<file path="config.mk">
export PLATFORM = sky130hd
export DESIGN_NAME = serial_flash_address_map
export DESIGN_NICKNAME = d
export VERILOG_FILES = /design/src/pkg/flash_map_pkg.sv /design/src/core/discovery_rom.sv /design/src/core/serial_flash_address_map.sv
export SDC_FILE = /design/constraint.sdc
export NUM_CORES = 1
export LEC_CHECK = 0
export BUFFER_PORTS_ARGS = -buffer_cell sky130_fd_sc_hd__buf_4
export CAP_MARGIN = 25
export CELL_PAD_IN_SITES_DETAIL_PLACEMENT = 1
export CELL_PAD_IN_SITES_GLOBAL_PLACEMENT = 2
export CORE_MARGIN = 5
export CORE_UTILIZATION = 29
export CTS_BUF_LIST = sky130_fd_sc_hd__clkbuf_8
export DETAILED_ROUTE_END_ITERATION = 8
export PLACE_DENSITY_LB_ADDON = 0.1
export SETUP_SLACK_MARGIN = 0.3
export SLEW_MARGIN = 0
export SYNTH_ARGS = -nofsm -noshare
export SYNTH_HDL_FRONTEND = slang
export SYNTH_SLANG_ARGS = --single-unit
</file>
<file path="constraint.sdc">
create_clock -name ref_clk -period 5.2 [get_ports ref_clk]
set_clock_uncertainty 0.2 [all_clocks]
set_input_delay 0.26 -clock ref_clk [delete_from_list [all_inputs] [get_ports ref_clk]]
set_output_delay 0.26 -clock ref_clk [all_outputs]
set_load 0.02 [all_outputs]
</file>
<file path="src/pkg/flash_map_pkg.sv">
`default_nettype none
package flash_map_pkg;

  // ****************************************
  // array organisation
  // ****************************************
  localparam int ADDR_W         = 24;
  localparam int ARRAY_BYTES    = 4194304;
  localparam int BLOCK_COUNT    = 64;
  localparam int SECTOR_COUNT   = 1024;
  localparam int PAGE_COUNT     = 16384;
  localparam int PAGE_BYTES     = 256;
  localparam int SECTOR_BYTES   = 4096;
  localparam int BLOCK_BYTES    = 65536;
  localparam int PAGE_POS       = 8;
  localparam int SECTOR_POS     = 12;
  localparam int BLOCK_POS      = 16;
  localparam logic [23:0] ARRAY_TOP = 24'h3FFFFF;

  // ****************************************
  // security register space
  // ****************************************
  localparam int SEC_REG_COUNT  = 4;
  localparam int SEC_REG_BYTES  = 256;
  localparam int SEC_REG_POS    = 12;

  // ****************************************
  // discovery structure
  // ****************************************
  localparam logic [7:0] HDR_START      = 8'h00;
  localparam logic [7:0] HDR_RSVD_START = 8'h10;
  localparam logic [7:0] PARAM_START    = 8'h30;
  localparam logic [7:0] SPACE_END      = 8'h6F;
  localparam logic [7:0] SIG_S          = 8'h53;
  localparam logic [7:0] SIG_F          = 8'h46;
  localparam logic [7:0] SIG_D          = 8'h44;
  localparam logic [7:0] SIG_P          = 8'h50;
  localparam logic [7:0] REV_MINOR      = 8'h06;
  localparam logic [7:0] REV_MAJOR      = 8'h01;
  localparam logic [7:0] NUM_PARAM_HDRS = 8'h00;
  localparam logic [7:0] ERASED_BYTE    = 8'hFF;
  localparam logic [7:0] PARAM_TBL_LEN  = 8'h10;

  // ****************************************
  // commands
  // ****************************************
  localparam logic [7:0] read_discovery_params_cmd = 8'h5A;

  typedef enum logic [2:0] {
    OP_READ,
    OP_PROGRAM,
    OP_ERASE_SECTOR,
    OP_ERASE_BLOCK,
    OP_ERASE_CHIP,
    OP_ERASE_PAGE,
    OP_LOCK
  } op_t;

  typedef enum logic [1:0] {
    SPACE_ARRAY,
    SPACE_SECURITY,
    SPACE_DISCOVERY
  } space_t;

endpackage
`default_nettype wire

</file>
<file path="src/core/discovery_rom.sv">
`default_nettype none
module discovery_rom
  import flash_map_pkg::*;
(
  // lookup
  input  wire logic [7:0] offset,
  output logic      [7:0] data
);

  // ****************************************
  // factory content, fixed in logic
  // ****************************************
  // constant logic cannot be altered by host writes (see RULE9)
  always_comb begin
    data = ERASED_BYTE; // see RULE15
    case (offset)
      HDR_START:         data = SIG_S; // see RULE10
      8'h01:             data = SIG_F;
      8'h02:             data = SIG_D;
      8'h03:             data = SIG_P;
      8'h04:             data = REV_MINOR; // see RULE13
      8'h05:             data = REV_MAJOR;
      8'h06:             data = NUM_PARAM_HDRS; // see RULE14
      // one parameter header pointing at the basic table (see RULE12)
      8'h08:             data = 8'h00;
      8'h09:             data = REV_MINOR;
      8'h0A:             data = REV_MAJOR;
      8'h0B:             data = PARAM_TBL_LEN;
      8'h0C:             data = PARAM_START;
      8'h0D:             data = 8'h00;
      8'h0E:             data = 8'h00;
      default: begin
        // basic table body kept erased; filled per product
        if (offset >= PARAM_START && offset <= SPACE_END) begin // see RULE11
          data = ERASED_BYTE;
        end
      end
    endcase
  end

endmodule
`default_nettype wire

</file>
<file path="src/core/serial_flash_address_map.sv">
// How it works
// RULE1 - array is 4 MiB: 64 blocks, 1024 sectors, 16384 pages of 256 bytes
// RULE2 - page program only clears bits; each page programs alone
// RULE3 - erase by sector, block or chip only; no page erase
// RULE4 - sector n spans n*4096 to n*4096+4095; top ends at 3FFFFF
// RULE5 - four 256-byte security registers at k*4096, separate space
// RULE6 - each security register has a one-time lock that never clears; here only registers 1..3 have one and reset clears it
// RULE7 - security registers 1..3 erase, program, lock independently
// RULE8 - register 0 is discovery data, read with its own command code
// RULE9 - discovery space is read-only; host program/erase ignored
// RULE10 - discovery offset zero returns ASCII S
// RULE11 - header reserved from 16, table at 48, ends at 111
// RULE12 - header gives revision and pointer to one basic table after it
// RULE13 - header minor revision 6, major revision 1
// RULE14 - parameter header count is zero based and holds zero
// RULE15 - reserved discovery offsets read all ones
`default_nettype none
module serial_flash_address_map
  import flash_map_pkg::*;
(
  // clock and reset
  input  wire logic                ref_clk,
  input  wire logic                resetn,
  input  wire logic                clk_en,
  // request from command decoder
  input  wire logic                req_valid,
  input  wire flash_map_pkg::op_t  req_op,
  input  wire flash_map_pkg::space_t req_space,
  input  wire logic [7:0]          req_cmd,
  input  wire logic [23:0]         req_addr,
  input  wire logic [7:0]          req_wdata,
  // lock bits as held in the second status register
  output logic [3:1]               lock_bits,
  // array memory port
  output logic                     mem_we,
  output logic [23:0]              mem_addr,
  output logic [23:0]              mem_len,
  output logic [7:0]               mem_wmask,
  output logic                     mem_erase,
  // decoded answer
  output logic                     rsp_valid,
  output logic                     rsp_accepted,
  output logic                     rsp_refused,
  output logic [7:0]               rsp_rdata,
  output logic [5:0]               rsp_block,
  output logic [9:0]               rsp_sector,
  output logic [13:0]              rsp_page,
  // security register storage read data
  input  wire logic [7:0]          sec_rdata
);
  import flash_map_pkg::*;

  // ****************************************
  // reset release
  // ****************************************
  logic rst_meta_q;
  logic rst_n_q;
  always_ff @(posedge ref_clk or negedge resetn) begin
    if (!resetn) begin
      rst_meta_q <= 1'b0;
      rst_n_q    <= 1'b0;
    end else begin
      rst_meta_q <= 1'b1;
      rst_n_q    <= rst_meta_q;
    end
  end

  // ****************************************
  // address decode
  // ****************************************
  // array spans 22 address bits; the two top bits are ignored
  localparam int ARRAY_MSB = $clog2(ARRAY_BYTES) - 1;
  wire [5:0]  blk_idx  = req_addr[ARRAY_MSB:BLOCK_POS];  // see RULE1
  wire [9:0]  sec_idx  = req_addr[ARRAY_MSB:SECTOR_POS];
  wire [13:0] page_idx = req_addr[ARRAY_MSB:PAGE_POS];
  wire [23:0] sector_base = {2'b00, sec_idx, 12'h000};    // see RULE4
  wire [23:0] block_base  = {2'b00, blk_idx, 16'h0000};
  wire [23:0] page_base   = {2'b00, page_idx, 8'h00};
  wire [23:0] sector_len  = 24'(SECTOR_BYTES);
  wire [23:0] block_len   = 24'(BLOCK_BYTES);
  wire [23:0] page_len    = 24'(PAGE_BYTES);
  wire [23:0] chip_len    = ARRAY_TOP + 24'h000001;

  // security space: register k at k*4096, 256 bytes (see RULE5)
  wire [1:0]  sreg_idx   = req_addr[SEC_REG_POS+1:SEC_REG_POS];
  wire        sreg_in    = (req_addr[23:SEC_REG_POS+2] == 10'h000)
                           && (req_addr[SEC_REG_POS-1:8] == 4'h0);
  wire        sreg_zero  = sreg_in && (sreg_idx == 2'h0);
  // one-hot of the addressed register; register 0 has no lock bit
  wire [3:1]  sreg_hot   = {sreg_idx == 2'h3, sreg_idx == 2'h2, sreg_idx == 2'h1};
  wire        sreg_lockd = |(lock_bits & sreg_hot);

  // discovery read via its own command (see RULE8)
  wire        disc_sel   = (req_space == SPACE_DISCOVERY) && (req_cmd == read_discovery_params_cmd);
  wire [7:0]  disc_byte;

  discovery_rom u_rom (
    .offset (req_addr[7:0]),
    .data   (disc_byte)
  );

  // ****************************************
  // legality of each request
  // ****************************************
  wire is_array = (req_space == SPACE_ARRAY);
  wire is_sec   = (req_space == SPACE_SECURITY);
  wire is_write = (req_op != OP_READ);
  // page erase never offered (see RULE3)
  wire bad_op   = (req_op == OP_ERASE_PAGE)
                  || (is_sec && (req_op == OP_ERASE_BLOCK || req_op == OP_ERASE_CHIP));
  // discovery space and register 0 refuse all writes (see RULE9)
  wire ro_hit   = (req_space == SPACE_DISCOVERY && is_write) || (is_sec && sreg_zero && is_write);
  // locked registers refuse change; others unaffected (see RULE7)
  wire lock_hit = is_sec && is_write && sreg_lockd;
  wire bad_addr = (is_sec && !sreg_in) || (req_space == SPACE_DISCOVERY && !disc_sel && !is_write);
  wire refuse   = bad_op || ro_hit || lock_hit || bad_addr;
  wire take     = req_valid && clk_en && !refuse;

  // ****************************************
  // memory command selection
  // ****************************************
  wire [23:0] sel_addr =
      (req_op == OP_ERASE_SECTOR) ? sector_base :
      (req_op == OP_ERASE_BLOCK)  ? block_base  :
      (req_op == OP_ERASE_CHIP)   ? 24'h000000  :
      (is_sec)                    ? {req_addr[23:8], 8'h00} :
      page_base;
  wire [23:0] sel_len =
      (req_op == OP_ERASE_SECTOR && is_array) ? sector_len :
      (req_op == OP_ERASE_SECTOR && is_sec)   ? 24'(SEC_REG_BYTES) :
      (req_op == OP_ERASE_BLOCK)              ? block_len  :
      (req_op == OP_ERASE_CHIP)               ? chip_len   :
      page_len;
  wire sel_erase = (req_op == OP_ERASE_SECTOR) || (req_op == OP_ERASE_BLOCK) || (req_op == OP_ERASE_CHIP);
  wire sel_we    = sel_erase || (req_op == OP_PROGRAM);
  // program can only clear bits: mask of bits to drive low (see RULE2)
  wire [7:0] sel_mask = (req_op == OP_PROGRAM) ? ~req_wdata : 8'h00;
  wire [7:0] sel_rdata = (req_space == SPACE_DISCOVERY) ? disc_byte :
                         is_sec ? sec_rdata : 8'h00;
  wire do_lock = take && is_sec && (req_op == OP_LOCK);
  // one-time: bits only ever set, never cleared (see RULE6)
  wire [3:1] lock_d = lock_bits | (sreg_hot & {3{do_lock}});

  // ****************************************
  // lock bits
  // ****************************************
  // kept in flops here; no path back to zero short of reset
  always_ff @(posedge ref_clk or negedge rst_n_q) begin
    if (!rst_n_q) begin
      lock_bits <= 3'h0;
    end else if (clk_en) begin
      lock_bits <= lock_d; // see RULE6
    end
  end

  // ****************************************
  // memory command
  // ****************************************
  // a refused request leaves both strobes low, so storage never sees it
  wire mem_we_d    = take && sel_we && (req_op != OP_LOCK);
  wire mem_erase_d = take && sel_erase;

  always_ff @(posedge ref_clk or negedge rst_n_q) begin
    if (!rst_n_q) begin
      mem_we    <= 1'b0;
      mem_erase <= 1'b0;
    end else if (clk_en) begin
      mem_we    <= mem_we_d;
      mem_erase <= mem_erase_d; // see RULE3
    end
  end

  always_ff @(posedge ref_clk or negedge rst_n_q) begin
    if (!rst_n_q) begin
      mem_addr  <= 24'h000000;
      mem_len   <= 24'h000000;
      mem_wmask <= 8'h00;
    end else if (clk_en) begin
      mem_addr  <= sel_addr; // see RULE4
      mem_len   <= sel_len;
      mem_wmask <= sel_mask; // see RULE2
    end
  end

  // ****************************************
  // response flags
  // ****************************************
  // every request made while clk_en is high is answered one cycle later, taken or refused
  wire rsp_refused_d = req_valid && refuse;

  always_ff @(posedge ref_clk or negedge rst_n_q) begin
    if (!rst_n_q) begin
      rsp_valid    <= 1'b0;
      rsp_accepted <= 1'b0;
      rsp_refused  <= 1'b0;
    end else if (clk_en) begin
      rsp_valid    <= req_valid;
      rsp_accepted <= take;
      rsp_refused  <= rsp_refused_d;
    end
  end

  // ****************************************
  // read data and indices
  // ****************************************
  always_ff @(posedge ref_clk or negedge rst_n_q) begin
    if (!rst_n_q) begin
      rsp_rdata <= 8'h00;
    end else if (clk_en) begin
      rsp_rdata <= sel_rdata; // see RULE15
    end
  end

  always_ff @(posedge ref_clk or negedge rst_n_q) begin
    if (!rst_n_q) begin
      rsp_block  <= 6'h00;
      rsp_sector <= 10'h000;
      rsp_page   <= 14'h0000;
    end else if (clk_en) begin
      rsp_block  <= blk_idx; // see RULE1
      rsp_sector <= sec_idx;
      rsp_page   <= page_idx;
    end
  end

endmodule
`default_nettype wire

</file>
==> results.md <==
* Crit-path max FO at 3
* Post-synth EDFFs at 0
* Pwr Density at 291 nW/µm²
* Worst min-delay path category: in2reg
* Area delta synth->final at 44.2%
* Async SR Flop Fraction at 100%
* Post-DRT Antenna Nets at 0
* Final min period at 2030 ps
* HPWL Detailed at 6810 µm
* # nets final at 468
* Die X at 112 µm
* Share of the core filled with cells at between 40% and 50%
* Worst Setup End Kind: flop
* Routed WL at 9240 µm
* Postcts setup bufs at 0
* Relative slew slack at between 40% and 50%
* Clk_lat worst skew at 340 ps
* Largest net degree at the start of global routing at just under 60
* WS Path Type: in2reg
* Hold buffer count at cts at 26
* DRT iter0 DRCs at 83
* Max VDD drop at 94.0 µV
* Die Ht at between 100 and 150 µm
* Average vias per placed instance at about 4.6
* Switching fraction of total power at approximately a third
* Synthesized instance count at between 200 and 300
* NetSw at 0.393 mW
* Lkg Pwr at 2.08 nW
* Layout cells sized above 1 at 40.9%
* Syn_area_per_cell at around 11 µm²
* Synth cell types at 50
* Period utilisation layout at 39.0%
* Sequential area share after synthesis at 50.2%
* CTS clk-pin slew, worst paths at roughly 70 ps
* Max Cap Viol at 0
* Starting density of the core at 29.3%
* Post-Layout Inst Area at 4310 µm²
* Vias in the first global route at 2773
* CTS Sinks at 60
* Outcome: complete, no violations
* Placed cell area at 3850 µm²
* Clock Power Share at 33.5%
* DP Worst Slack at 2930 ps
* Internal at approximately 0.86 mW
* Critical Path RT at 5230 ps
* Setup TNS at 0 ps
* Critical path data arrival time at 2060 ps
* WHS at around 14 ps
* Routability congestion estimate from global placement at between 0.7 and 0.8
* Slew Viols, Final at 0
* Routed len/inst at 16.7 µm
* Root Driver: clkbuf_8
* Grt ovf at 0
* TritonCTS clock tree: yes
* Row count at 37
* Synth Register Bits at 60
* Setup crit start kind: primary input
* Post-synth top flop: dfrtp_1
* Combinational power share at 24.4%
* Worst slew pin tran at 889 ps
* Vias at 2519
* Initial antenna violation count at 0
* Finished Layout Cells at roughly 550
* Power Total at 1.26 mW
* Mapped cell area at 2990 µm²
* Unrepaired setup endpoints after global routing: false
* Global-route wire length before repair at 14900 µm
* Seq pwr share at 42.1%
* Gr usage total at 14.9%
* Final Hold Fails at 0
* Inst Count DP at 510
* Max clock buf depth at 2
* Core box area at 10200 µm²
* Remaining DRCs at 0
* Final WS setup at 3170 ps
* H-tree Lvls at 3
* Setup-failing EPs final at 0
* Post-CTS Resized at 0
* Fmax at 0.493 GHz
* I/O pins at 159
* Die ar. at 12400 µm²
* DR pass1 iterations at 4
* Synthesis warning total at 0
* Number of port buffers at 130
* TritonCTS Buffers at 9
* Antenna Diode Count at 0
==> logic make-up after synthesis <==
kind of cell	synth area share [%]
AOI/OAI and AO/OA	18.5
other	0.251
muxes	4.86
xor gates and xnor gates	0.586
buffers and inverters	14.6
DFF	50.2
and+or+nand+nor	11.0
==> final timing paths <==
kind	startpoint	slack (ps)	endpoint	cells after the start
max	req_addr[22]	3170	lock_bits[3]	6
min	sec_rdata[5]	10	rsp_rdata[5]	3
max reg2reg	lock_bits[2]	3670	lock_bits[3]	4
min reg2reg	rst_meta_q	150	rst_n_q	0
max in group asynchronous	rst_n_q	4060	mem_len[22]	1
min in group asynchronous	resetn	30	rst_n_q	2
==> worst max-delay path, stage by stage <==
cell           delay [ps]
dlygate4sd3_1         540
buf_4                 150
nor4_1                320
and4_1                340
nand3_1               160
o31ai_1               280
==> registers in the layout, indices dropped and copies added (netlist names) <==
signal / cells
rsp_refused: 1
mem_addr: 16
rst_n_q: 1
lock_bits: 3
rsp_accepted: 1
rst_meta_q: 1
mem_wmask: 8
rsp_page: 14
mem_erase: 1
mem_we: 1
rsp_rdata: 8
mem_len: 4
rsp_valid: 1
==> synth_stat cells, drive strengths merged, types with 3 or more instances <==
cell     number  area (µm²)
a32o          4        40.0
a31oi         5        52.6
nor2b         5        31.3
dfrtp        60        1500
inv          11        41.3
a221oi        3        26.3
nand3         5        25.0
o2bb2ai      13         114
buf          51         372
mux2         12         135
a22o         11        96.3
nand2        11        41.3
nor4          4        25.0
o21ai         8        40.0
clkbuf        6        22.5
a21oi        13        65.1
nor2         16        60.1
==> power groups by stage <==
stage	registers, mW	logic (mW)	clock network (mW)
6_report	0.528	0.307	0.421
5_1_grt	0.534	0.331	0.462
4_1_cts	0.529	0.311	0.435
3_5_place_dp	0.537	0.295	0
3_3_place_gp	0.537	0.292	0
2_1_floorplan	0.584	0.137	0
==> cells in the final DEF, fill, tap and decap left out, types with 2 or more instances in the layout <==
master	instances
nand2_1	11
dfrtp_1	59
a32o_1	4
mux2_2	12
nor2_1	16
nand3b_1	2
nor2b_1	5
o31ai_1	2
o41ai_2	2
a221oi_1	3
o21ai_0	7
a22o_1	11
dlygate4sd3_1	26
nor4_1	4
a31oi_1	3
clkinv_2	2
conb_1	29
clkbuf_8	9
and4b_1	2
buf_4	131
clkinv_4	3
or3_1	2
inv_1	10
o2bb2ai_1	13
nand3_1	5
xnor2_1	2
a21o_1	2
a21oi_1	13
==> layout make-up <==
class | count | area, µm²
Fill cell | 1164 | 5870
Sequential cell | 60 | 1500
Timing Repair Buffer | 157 | 1240
Multi-Input combinational cell | 172 | 1150
Tap cell | 136 | 170
Clock buffer | 9 | 124
Clock inverter | 7 | 75.1
Inverter | 11 | 41.3
==> per-layer routing <==
| layer | GRT usage (%) | vias up | share of wire (%) |
|---|---|---|---|
| li1 | - | 1183 | - |
| met1 | 18.4 | 1227 | 43 |
| met2 | 24.7 | 91 | 49 |
| met3 | 4.40 | 18 | 6.0 |
| met4 | 5.68 | 0 | 2.1 |
| met5 | 0 | - | 0 |
No activity file was read; power rests on OpenSTA's default activity.
